**src/rtl/arwd_regs.vh**
```
// Register offsets, field positions and reset values of the result and window block
`ifndef ARWD_REGS_VH
`define ARWD_REGS_VH

// ---------------------------------------------------------------
// Register offsets on the special function register bus
// ---------------------------------------------------------------
`define ARWD_ADDR_RES_LO 8'hBE
`define ARWD_ADDR_RES_HI 8'hBF
`define ARWD_ADDR_GT_LO 8'hC4
`define ARWD_ADDR_GT_HI 8'hC5
`define ARWD_ADDR_LT_LO 8'hC6
`define ARWD_ADDR_LT_HI 8'hC7
`define ARWD_ADDR_CTRL 8'hE8

// ---------------------------------------------------------------
// Control register fields
// ---------------------------------------------------------------
`define ARWD_CTRL_JUST_BIT 0
`define ARWD_CTRL_WFLAG_BIT 1

// ---------------------------------------------------------------
// Reset values
// ---------------------------------------------------------------
`define ARWD_RST_RES_LO 8'h00
`define ARWD_RST_RES_HI 8'h00
`define ARWD_RST_GT_LO 8'hFF
`define ARWD_RST_GT_HI 8'hFF
`define ARWD_RST_LT_LO 8'h00
`define ARWD_RST_LT_HI 8'h00
`define ARWD_RST_JUST 1'h0
`define ARWD_RST_WFLAG 1'h0
`define ARWD_RST_RDATA 8'h00

// ---------------------------------------------------------------
// Justification codes
// ---------------------------------------------------------------
`define ARWD_JUST_RIGHT 1'h0
`define ARWD_JUST_LEFT 1'h1

`endif

```
**src/rtl/arwd_top.v**
```verilog
// Conversion result registers and programmable window detector
`timescale 1ns/1ps
`include "arwd_regs.vh"

// What this block does
// - Right justify: result top four bits in high byte 3..0, rest in low byte.
// - Right justify: high byte 7..4 copy bit 3 if differential, else zero.
// - Left justify: top eight bits in high byte, low four in low byte 7..4.
// - Single-ended codes unsigned 12-bit; differential codes two's complement, 11 magnitude bits.
// - Every result is compared with the limits in hardware, setting the match flag.
// - In-range or out-of-range matching chosen only by relative limit values.
// - Each 16-bit limit is built from separately writable high and low bytes.
// - Greater-than limit high byte resets to all ones.
// - Both less-than limit bytes reset to all zeros.
// - Result bytes reset to zero and are readable and writable by software.
// - Justify select 0 gives right justification, 1 gives left justification.
// - Match flag stays set until reset or a software write of zero in a cycle with no match; a match wins over the write.
module arwd_top
#(
    parameter RES_W = 12
)
(
    input wire I_CORE_CLK,
    input wire I_SRST,
    input wire [7:0] I_SFR_ADDR,
    input wire I_SFR_WR,
    input wire I_SFR_RD,
    input wire [7:0] I_SFR_WDATA,
    output wire [7:0] O_SFR_RDATA,
    output wire O_SFR_HIT,
    input wire I_CONV_DONE,
    input wire [RES_W-1:0] I_CONV_RESULT,
    input wire I_CONV_DIFF,
    output wire O_WINDOW_MATCH,
    output wire O_JUSTIFY_SEL
);

// ---------------------------------------------------------------
// Register state
// ---------------------------------------------------------------
reg [7:0] res_lo_ff;
reg [7:0] res_hi_ff;
reg [7:0] gt_lo_ff;
reg [7:0] gt_hi_ff;
reg [7:0] lt_lo_ff;
reg [7:0] lt_hi_ff;
reg just_ff;
reg wflag_ff;
reg [7:0] rdata_ff;

reg [7:0] nxt_res_lo;
reg [7:0] nxt_res_hi;
reg [7:0] nxt_gt_lo;
reg [7:0] nxt_gt_hi;
reg [7:0] nxt_lt_lo;
reg [7:0] nxt_lt_hi;
reg nxt_just;
reg nxt_wflag;
reg [7:0] nxt_rdata;

// ---------------------------------------------------------------
// Address decode
// ---------------------------------------------------------------
reg sel_res_lo;
reg sel_res_hi;
reg sel_gt_lo;
reg sel_gt_hi;
reg sel_lt_lo;
reg sel_lt_hi;
reg sel_ctrl;

always @*
begin
    sel_res_lo = 1'b0;
    sel_res_hi = 1'b0;
    sel_gt_lo = 1'b0;
    sel_gt_hi = 1'b0;
    sel_lt_lo = 1'b0;
    sel_lt_hi = 1'b0;
    sel_ctrl = 1'b0;
    if (I_SFR_ADDR == `ARWD_ADDR_RES_LO)
        sel_res_lo = 1'b1;
    else if (I_SFR_ADDR == `ARWD_ADDR_RES_HI)
        sel_res_hi = 1'b1;
    else if (I_SFR_ADDR == `ARWD_ADDR_GT_LO)
        sel_gt_lo = 1'b1;
    else if (I_SFR_ADDR == `ARWD_ADDR_GT_HI)
        sel_gt_hi = 1'b1;
    else if (I_SFR_ADDR == `ARWD_ADDR_LT_LO)
        sel_lt_lo = 1'b1;
    else if (I_SFR_ADDR == `ARWD_ADDR_LT_HI)
        sel_lt_hi = 1'b1;
    else if (I_SFR_ADDR == `ARWD_ADDR_CTRL)
        sel_ctrl = 1'b1;
end

assign O_SFR_HIT = sel_res_lo | sel_res_hi | sel_gt_lo | sel_gt_hi |
                   sel_lt_lo | sel_lt_hi | sel_ctrl;

// ---------------------------------------------------------------
// Write enables
// ---------------------------------------------------------------
wire wr_res_lo;
wire wr_res_hi;
wire wr_gt_lo;
wire wr_gt_hi;
wire wr_lt_lo;
wire wr_lt_hi;
wire wr_ctrl;

assign wr_res_lo = I_SFR_WR & sel_res_lo;
assign wr_res_hi = I_SFR_WR & sel_res_hi;
assign wr_gt_lo = I_SFR_WR & sel_gt_lo;
assign wr_gt_hi = I_SFR_WR & sel_gt_hi;
assign wr_lt_lo = I_SFR_WR & sel_lt_lo;
assign wr_lt_hi = I_SFR_WR & sel_lt_hi;
assign wr_ctrl = I_SFR_WR & sel_ctrl;

// ---------------------------------------------------------------
// Formatting of the incoming conversion
// ---------------------------------------------------------------
wire [15:0] conv_word;

arwd_fmt
#(
    .RES_W(RES_W)
)
u_fmt
(
    .i_code(I_CONV_RESULT),
    .i_diff(I_CONV_DIFF),
    .i_left(just_ff),
    .o_word(conv_word)
);

// ---------------------------------------------------------------
// Window comparison
// ---------------------------------------------------------------
wire [15:0] gt_word;
wire [15:0] lt_word;
reg above_gt;
reg below_lt;
reg lt_over_gt;
reg win_hit;

assign gt_word = {gt_hi_ff, gt_lo_ff};
assign lt_word = {lt_hi_ff, lt_lo_ff};

always @*
begin
    if (I_CONV_DIFF)
    begin
        above_gt = $signed(conv_word) > $signed(gt_word);
        below_lt = $signed(conv_word) < $signed(lt_word);
        lt_over_gt = $signed(lt_word) > $signed(gt_word);
    end
    else
    begin
        above_gt = conv_word > gt_word;
        below_lt = conv_word < lt_word;
        lt_over_gt = lt_word > gt_word;
    end
    if (lt_over_gt)
        win_hit = above_gt & below_lt;
    else
        win_hit = above_gt | below_lt;
end

// ---------------------------------------------------------------
// Match event
// ---------------------------------------------------------------
wire win_set;
assign win_set = I_CONV_DONE & win_hit;

// ---------------------------------------------------------------
// Result registers
// ---------------------------------------------------------------
always @*
begin
    nxt_res_lo = res_lo_ff;
    nxt_res_hi = res_hi_ff;
    if (I_CONV_DONE)
    begin
        nxt_res_lo = conv_word[7:0];
        nxt_res_hi = conv_word[15:8];
    end
    else
    begin
        if (wr_res_lo)
            nxt_res_lo = I_SFR_WDATA;
        if (wr_res_hi)
            nxt_res_hi = I_SFR_WDATA;
    end
end

// ---------------------------------------------------------------
// Limit registers
// ---------------------------------------------------------------
always @*
begin
    nxt_gt_lo = gt_lo_ff;
    nxt_gt_hi = gt_hi_ff;
    nxt_lt_lo = lt_lo_ff;
    nxt_lt_hi = lt_hi_ff;
    if (wr_gt_lo)
        nxt_gt_lo = I_SFR_WDATA;
    if (wr_gt_hi)
        nxt_gt_hi = I_SFR_WDATA;
    if (wr_lt_lo)
        nxt_lt_lo = I_SFR_WDATA;
    if (wr_lt_hi)
        nxt_lt_hi = I_SFR_WDATA;
end

// ---------------------------------------------------------------
// Control bits and match flag
// ---------------------------------------------------------------
always @*
begin
    nxt_just = just_ff;
    nxt_wflag = wflag_ff;
    if (wr_ctrl)
    begin
        nxt_just = I_SFR_WDATA[`ARWD_CTRL_JUST_BIT];
        nxt_wflag = I_SFR_WDATA[`ARWD_CTRL_WFLAG_BIT];
    end
    if (win_set)
        nxt_wflag = 1'b1;
end

// ---------------------------------------------------------------
// Read data
// ---------------------------------------------------------------
wire [7:0] ctrl_word;
assign ctrl_word = {6'h00, wflag_ff, just_ff};

always @*
begin
    nxt_rdata = rdata_ff;
    if (I_SFR_RD)
    begin
        if (sel_res_lo)
            nxt_rdata = res_lo_ff;
        else if (sel_res_hi)
            nxt_rdata = res_hi_ff;
        else if (sel_gt_lo)
            nxt_rdata = gt_lo_ff;
        else if (sel_gt_hi)
            nxt_rdata = gt_hi_ff;
        else if (sel_lt_lo)
            nxt_rdata = lt_lo_ff;
        else if (sel_lt_hi)
            nxt_rdata = lt_hi_ff;
        else if (sel_ctrl)
            nxt_rdata = ctrl_word;
        else
            nxt_rdata = 8'h00;
    end
end

// ---------------------------------------------------------------
// State update
// ---------------------------------------------------------------
always @(posedge I_CORE_CLK)
begin
    if (I_SRST)
    begin
        res_lo_ff <= `ARWD_RST_RES_LO;
        res_hi_ff <= `ARWD_RST_RES_HI;
        gt_lo_ff <= `ARWD_RST_GT_LO;
        gt_hi_ff <= `ARWD_RST_GT_HI;
        lt_lo_ff <= `ARWD_RST_LT_LO;
        lt_hi_ff <= `ARWD_RST_LT_HI;
        just_ff <= `ARWD_RST_JUST;
        wflag_ff <= `ARWD_RST_WFLAG;
        rdata_ff <= `ARWD_RST_RDATA;
    end
    else
    begin
        res_lo_ff <= nxt_res_lo;
        res_hi_ff <= nxt_res_hi;
        gt_lo_ff <= nxt_gt_lo;
        gt_hi_ff <= nxt_gt_hi;
        lt_lo_ff <= nxt_lt_lo;
        lt_hi_ff <= nxt_lt_hi;
        just_ff <= nxt_just;
        wflag_ff <= nxt_wflag;
        rdata_ff <= nxt_rdata;
    end
end

// ---------------------------------------------------------------
// Outputs
// ---------------------------------------------------------------
assign O_SFR_RDATA = rdata_ff;
assign O_WINDOW_MATCH = wflag_ff;
assign O_JUSTIFY_SEL = just_ff;

endmodule // arwd_top

```
**src/rtl/arwd_fmt.v**
```verilog
// Result formatter: places a 12-bit conversion code into a 16-bit register word
`timescale 1ns/1ps

module arwd_fmt
#(
    parameter RES_W = 12
)
(
    input wire [RES_W-1:0] i_code,
    input wire i_diff,
    input wire i_left,
    output wire [15:0] o_word
);

// ---------------------------------------------------------------
// Right and left layouts
// ---------------------------------------------------------------
wire [15:0] right_word;
wire [15:0] left_word;
wire fill_bit;

assign fill_bit = i_diff & i_code[RES_W-1];

genvar gi;
generate
    for (gi = RES_W; gi < 16; gi = gi + 1)
    begin : g_ext
        assign right_word[gi] = fill_bit;
    end
endgenerate

assign right_word[RES_W-1:0] = i_code;
assign left_word = {i_code, {(16-RES_W){1'b0}}};
assign o_word = i_left ? left_word : right_word;

endmodule // arwd_fmt

```
**config.mk**
```make
export PLATFORM = sky130hd
export DESIGN_NAME = arwd_top
export DESIGN_NICKNAME = d
export VERILOG_FILES = /design/src/rtl/arwd_top.v /design/src/rtl/arwd_fmt.v
export VERILOG_INCLUDE_DIRS = /design/src /design/src/rtl
export SDC_FILE = /design/constraint.sdc
export NUM_CORES = 1
export LEC_CHECK = 0
export BUFFER_PORTS_ARGS = -buffer_cell sky130_fd_sc_hd__buf_4
export CAP_MARGIN = 10
export CORE_MARGIN = 8
export CORE_UTILIZATION = 53
export DETAILED_ROUTE_END_ITERATION = 10
export PLACE_DENSITY = 0.73
export SKIP_LAST_GASP = 1
export SLEW_MARGIN = 20
export SYNTH_ARGS = -nofsm -noshare
export SYNTH_HDL_FRONTEND = slang
export SYNTH_SLANG_ARGS = --single-unit
```
**constraint.sdc**
```tcl
create_clock -name I_CORE_CLK -period 6.2 [get_ports I_CORE_CLK]
set_input_delay 0.31 -clock I_CORE_CLK [delete_from_list [all_inputs] [get_ports I_CORE_CLK]]
set_output_delay 0.31 -clock I_CORE_CLK [all_outputs]
set_load 0.02 [all_outputs]
```
==> results_dict.tcl, run 1 <==
set metrics [dict create \
    status "complete, no violations" \
    power_density_nw_per_um2 195 \
    vias 3683 \
    syn2layout_area_growth_pct 14.4 \
    cts_sinks 58 \
    cap_violations 0 \
    worstMarginPinSlew_ns 0.995 \
    finalCritPeriodShare_pct 47.8 \
    peakVddDrop_mv 0.111 \
    swShare_pct 25.7 \
    p_sw_w 0.000232 \
    syn_inst 469 \
    hold_class "primary input to flip-flop" \
    place_area_um2 4410 \
    tns_ns 0 \
    yosysSeqAreaShare_pct 28.7 \
    cts_buffer_depth 2 \
    gp_congestion 0.915 \
    post_cts_buffers 0 \
    power_frac_seq_pct 43.1 \
    io_pins 45 \
    p_leak_nw 2.07 \
    relSlewSlack_pct 33.3 \
    die_width_um 103 \
    routed_wl_mm 12.2 \
    fin_crit_ns 2.97 \
    hpwl_mm 9.37 \
    layout-drive-gt1-share_pct 16.1 \
    ctsHoldBuffers 0 \
    worstPathCellList "nand3b_1 > nand2_1 > ha_1 > nand3_1 > nor4_1 > o311ai_1 > a31oi_1 > nand3_1 > a2111o_1 > nand2_1" \
    antenna_found_initial 0 \
    yosysTopAreaCell "dfxtp_1" \
    row_count 32 \
    netlist_area_um2 4050 \
    grt_pass1_wl_mm 19.2 \
    cp_max_fo 20 \
    crit_type "flip-flop to flip-flop" \
    finalNetCount 583 \
    cts_root_buffer "clkbuf_8" \
    die_h_um 103 \
    diodes 0 \
    dieArea_um2 10700 \
    avgSynthCellArea_um2 8.63 \
    grtUsageTotal_pct 24.2 \
    fin_skew_ns 0.00573 \
    port_buffers 44 \
    core-area_um2 7570 \
    start_util_pct 53.5 \
    async_flop_share_pct 0 \
    grt_pass1_vias 3622 \
    cts_buffers 9 \
    synth_top_area_share_pct 28.7 \
    drtAntennaViolNets 0 \
    final-max-slew-violation-count 0 \
    finish.utilization_pct 61.2 \
    overflow 0 \
    multiInputGateArea_um2 2640 \
    drtIter0Drc 195 \
    worst_ep_arrival_time_ns 3.25 \
    p_clk_share_pct 43.6 \
    yosys.cell_count.top_type "dfxtp_1" \
    final_area_um2 4630 \
    grt_max_degree 44 \
    startpoint_type "flip-flop" \
    rsz0062_at_grt "no" \
    drt-wirelength-per-cell_um 20.0 \
    worstSkewPairLatency_ns 0.34 \
    vias_per_cell 6.03 \
    synth_cell_types 49 \
    synthFlopType "dfxtp_1" \
    ys_top_cells_by_count "58 x dfxtp_1, 50 x nor2_1, 45 x ha_1" \
    internal_power_w 0.000671 \
    drt_pass1_iterations 5 \
    syn-num-nets 548 \
    cpPeakStageDelay_ns 0.76 \
    cp.required_ns 6.49 \
    cp_slowest_cell "dfxtp_1" \
    ys_warn_count 0 \
    hold_ws_ns 0.259 \
    fillers 701 \
    setup_violations 0 \
    drc 0 \
    combPwrFrac_pct 13.4 \
    fmax_ghz 0.337 \
    synth_area_leaders "dfxtp_1 29%, ha_1 14%, mux2i_1 9.6%" \
    cts_tree "built" \
    synth_edf_count 0 \
    hold_violations 0 \
    cp-end-kind "flip-flop" \
    clk_pin_slew_ns 0.07 \
    cts_resized 0 \
    htreeDepth 3 \
    regArea_um2 1160 \
    ys_ff_latch 58 \
]
-- power by group through the flow --
stage                     combinational, W  clock, W  sequential [W]
final                             0.000121  0.000393        0.000389
after floorplan                  0.0000679         0        0.000399
after detailed placement          0.000119         0        0.000397
after global placement            0.000118         0        0.000396
after global routing              0.000132  0.000418        0.000390
after CTS                         0.000120  0.000398        0.000389
-- cell type report --
class	instances	share of cell area [%]
Inverter	37	3.00
Clock buffer	11	3.05
Multi-Input combinational cell	352	57.0
Timing Repair Buffer	46	7.46
Tap cell	102	2.76
Sequential cell	58	25.1
Clock inverter	5	1.68
-- worst max-delay path, delay by kind of cell, from the launching register on --
kind                     cells  cell delay, ns
adder cells (fa/ha/maj)      1            0.33
AND/OR/NAND/NOR              6            1.04
AO/OA/AOI/OAI                3            0.78
flip-flops                   1            0.76
-- per-layer routing --
layer | wire (um) | vias up | part of all wire, % | track usage (%)
li1 | - | 1773 | - | -
met5 | 0 | - | 0 | 0
met2 | 5820 | 147 | 48 | 40.1
met4 | 496 | 0 | 4.1 | 14.5
met3 | 873 | 34 | 7.2 | 4.15
met1 | 5020 | 1729 | 41 | 28.8
-- placed cells by master (no fill, tap or decap), types with 3 or more instances in the layout --
master / netlist / routed
a211oi_1: 28 / 28
a21o_1: 3 / 3
a21oi_1: 22 / 22
a311oi_1: 3 / 3
a31oi_1: 4 / 4
and4_1: 3 / 3
buf_4: 2 / 46
clkbuf_8: 0 / 10
dfxtp_1: 58 / 58
ha_1: 45 / 45
inv_1: 36 / 36
mux2_2: 8 / 8
mux2i_1: 39 / 39
mux4_2: 6 / 6
nand2_1: 43 / 43
nand2b_1: 9 / 9
nand3_1: 11 / 11
nand4_1: 8 / 8
nor2_1: 50 / 50
nor2b_1: 7 / 7
nor3_1: 3 / 3
o211ai_1: 17 / 17
o21a_1: 6 / 6
o21ai_0: 6 / 6
o221ai_1: 3 / 3
-- registers in the layout, indices dropped and copies added (netlist names) --
| register | flops |
|---|---|
| gt_lo_ff | 8 |
| O_JUSTIFY_SEL | 1 |
| lt_hi_ff | 8 |
| gt_hi_ff | 8 |
| res_lo_ff | 8 |
| lt_lo_ff | 8 |
| O_WINDOW_MATCH | 1 |
| res_hi_ff | 8 |
| O_SFR_RDATA | 8 |
-- stage by stage --
step,setup slack (ns),total power (W),instances
finish,3.23,0.000903,611
CTS,3.28,0.000907,611
floorplan,3.45,0.000467,469
detailed placement,3.32,0.000516,595
global placement,3.38,0.000515,595
global route,3.01,0.000940,611
-- cell families after synthesis --
family / after synthesis / synth area share (%)
adders and majority gates: 45 / 13.9
and+or+nand+nor: 153 / 18.6
AOI/OAI and AO/OA: 99 / 17.0
buffers and inverters: 59 / 6.15
muxes: 53 / 15.2
xor gates and xnor gates: 2 / 0.433
DFF: 58 / 28.7
-- path summary, 6_finish.rpt --
path | slack, ns | to | start | depth (start not counted)
hold / removal | 0.26 | gt_lo_ff[0] | I_SFR_WDATA[0] | 3
setup reg to reg | 3.23 | O_WINDOW_MATCH | O_JUSTIFY_SEL | 10
setup / recovery | 3.23 | O_WINDOW_MATCH | O_JUSTIFY_SEL | 10
hold reg to reg | 0.47 | O_SFR_RDATA[1] | O_SFR_RDATA[1] | 2
No activity file was read; power rests on OpenSTA's default activity.
==> inputs of run 2 (changes only) <==
--- a/config.mk
+++ b/config.mk
@@ -6,12 +6,13 @@
 export SDC_FILE = /design/constraint.sdc
 export NUM_CORES = 1
 export LEC_CHECK = 0
+export ABC_AREA = 1
 export BUFFER_PORTS_ARGS = -buffer_cell sky130_fd_sc_hd__buf_4
 export CAP_MARGIN = 10
 export CORE_MARGIN = 8
 export CORE_UTILIZATION = 53
 export DETAILED_ROUTE_END_ITERATION = 10
-export PLACE_DENSITY = 0.73
+export PLACE_DENSITY = 0.76
 export SKIP_LAST_GASP = 1
 export SLEW_MARGIN = 20
 export SYNTH_ARGS = -nofsm -noshare
==> constraint.sdc (replaced) <==
create_clock -name I_CORE_CLK -period 2.67 [get_ports I_CORE_CLK]
set_input_delay 0.1335 -clock I_CORE_CLK [delete_from_list [all_inputs] [get_ports I_CORE_CLK]]
set_output_delay 0.1335 -clock I_CORE_CLK [all_outputs]
set_load 0.02 [all_outputs]
==> results_dict.tcl, run 2 <==
set metrics [dict create \
    peakVddDrop_mv 0.292 \
    syn-num-nets 658 \
    final_area_um2 4550 \
    port_buffers 44 \
    synth_cell_types 36 \
    worstReg2RegEnd "O_WINDOW_MATCH" \
    layout-drive-gt1-share_pct 12.7 \
    fmax_ghz 0.414 \
    yosys.cell_count.top_type "nand2_1" \
    status "complete, no violations" \
    final_common_cell "nand2_1" \
    overflow 0 \
    synthFlopType "dfxtp_1" \
    ctsHoldBuffers 0 \
    ys_ff_latch 58 \
    yosysSeqAreaShare_pct 29.3 \
    drtIter0Drc 394 \
    finalNetCount 697 \
    cap_violations 0 \
    fin_skew_ns 0.00619 \
    antenna_found_initial 0 \
    cp.required_ns 2.95 \
    setup_violations 0 \
    avgSynthCellArea_um2 6.83 \
    ys_top_cells_by_count "142 x nand2_1, 75 x inv_1, 74 x a21oi_1" \
    synth_area_leaders "dfxtp_1 29%, ha_1 14%, nand2_1 13%" \
    swShare_pct 27.1 \
    post_cts_buffers 0 \
    mostFrequentLayoutCells "142 x nand2_1, 75 x inv_1, 74 x a21oi_1, 57 x dfxtp_1, 48 x o21ai_0" \
    io_pins 45 \
    crit_type "flip-flop to flip-flop" \
    fin_crit_ns 2.42 \
    drt-wirelength-per-cell_um 17.7 \
    p_leak_nw 2.29 \
    drc 0 \
    clk_pin_slew_ns 0.07 \
    die_width_um 102 \
    hold_depth 3 \
    gp_congestion 0.965 \
    row_count 31 \
    worstMarginPinSlew_ns 0.862 \
    hold_violations 0 \
    min-delay-start "I_SFR_WDATA[5]" \
    grt_pass1_vias 3894 \
    cts_root_buffer "clkbuf_8" \
    async_flop_share_pct 0 \
    netlist_area_um2 3960 \
    hold_ws_ns 0.0345 \
    rr_worst_depth 12 \
    start_util_pct 54.5 \
    hpwl_mm 9.98 \
    yosysTopAreaCell "dfxtp_1" \
    multiInputGateArea_um2 2400 \
    cts_tree "built" \
    r2r_slack_ns 0.25 \
    core-area_um2 7250 \
    fillers 678 \
    synth_edf_count 0 \
    tns_ns 0 \
    startpoint_type "flip-flop" \
    power_density_nw_per_um2 440 \
    worstSkewPairLatency_ns 0.34 \
    place_area_um2 4340 \
    r2r_start "O_JUSTIFY_SEL" \
    p_sw_w 0.000542 \
    grt_max_degree 33 \
    finalCritPeriodShare_pct 90.5 \
    vias 4176 \
    regArea_um2 1160 \
    combPwrFrac_pct 13.1 \
    synth_top_area_share_pct 29.3 \
    grt_pass1_wl_mm 19.9 \
    ys_warn_count 0 \
    syn_inst 579 \
    die_h_um 102 \
    grtUsageTotal_pct 25.1 \
    routed_wl_mm 12.8 \
    cts_buffer_depth 2 \
    rsz0062_at_grt "no" \
    relSlewSlack_pct 42.5 \
    dieArea_um2 10500 \
    cp-end-kind "flip-flop" \
    finalPower_w 0.00200 \
    drtAntennaViolNets 0 \
    hold-path-endpoint "gt_hi_ff[5]" \
    cp_max_fo 19 \
    cts_sinks 58 \
    syn2layout_area_growth_pct 15.0 \
    hold_class "primary input to flip-flop" \
    diodes 0 \
    vias_per_cell 5.78 \
    worst_ep_arrival_time_ns 2.69 \
    final-max-slew-violation-count 0 \
    dp_slack_ns 0.191 \
    htreeDepth 3 \
    p_clk_share_pct 42.3 \
    worst_slack_ns 0.255 \
    cts_buffers 9 \
    drt_pass1_iterations 5 \
    power_frac_seq_pct 44.6 \
    internal_power_w 0.00146 \
]
==> run 2: layer usage <==
layer / track usage [%] / part of all wire, % / vias up
met5: 0 / 0 / -
met4: 10.9 / 3.1 / 0
met3: 6.74 / 11 / 33
met2: 41.0 / 46 / 227
met1: 30.2 / 41 / 1884
li1: - / - / 2032
==> run 2: through the flow <==
step | cells | util, %
finish | 722 | 62.7
global route | 722 | 62.7
CTS | 722 | 62.7
detailed placement | 706 | 59.9
global placement | 706 | 59.9
floorplan | 579 | -
==> run 2: kinds of logic (layout without fill, tap and decap cells) <==
family,count (synthesis),count (layout),share of synthesized area [%]
buf+inv,98,142,9.90
fa+ha+maj,45,45,14.2
compound gates,160,160,23.3
flops,58,58,29.3
simple gates,218,218,23.2
==> run 2: repair_timing <==
action / in CTS / in global routing
endpoints found under the hold margin: 0 / 0
endpoints found under the setup margin: 0 / 1
resized for setup: 0 / 1
==> run 2: how the worst max path moves through the flow <==
stage,endpoint,cells after the start,startpoint,slack (ns)
6_report,O_WINDOW_MATCH,12,O_JUSTIFY_SEL,0.25
5_1_grt,O_WINDOW_MATCH,14,O_JUSTIFY_SEL,0.05
4_1_cts,O_WINDOW_MATCH,15,O_JUSTIFY_SEL,0.17
3_5_place_dp,O_WINDOW_MATCH,15,O_JUSTIFY_SEL,0.19
3_3_place_gp,O_WINDOW_MATCH,14,O_JUSTIFY_SEL,0.30
2_1_floorplan,O_WINDOW_MATCH,16,O_JUSTIFY_SEL,0.35
==> run 2: layout make-up <==
cell class | instances | area share [%]
multi-input cells | 423 | 52.8
clock inverters | 4 | 1.10
inverters | 80 | 6.77
repair buffers | 46 | 7.59
flip-flops and latches | 58 | 25.6
clock buffers | 12 | 3.41
well taps | 99 | 2.72
==> run 2: worst max-delay path, cell delays in order (launching register included) <==
cell and delay (ns):
dfxtp_2 0.45, inv_8 0.09, o21ai_0 0.26, inv_1 0.11
ha_1 0.28, nand2_1 0.08, nor4_1 0.44, nand2_1 0.13
nand3_1 0.12, nand3_1 0.08, a21oi_1 0.13, nand2_1 0.06
a21oi_1 0.10
==> run 2: power by group through the flow <==
stage | sequential (W) | combinational [W] | clock (W)
2_1_floorplan | 0.000914 | 0.000144 | 0
3_3_place_gp | 0.000912 | 0.000250 | 0
3_5_place_dp | 0.000912 | 0.000254 | 0
4_1_cts | 0.000893 | 0.000255 | 0.000856
5_1_grt | 0.000894 | 0.000289 | 0.000896
6_report | 0.000893 | 0.000262 | 0.000846
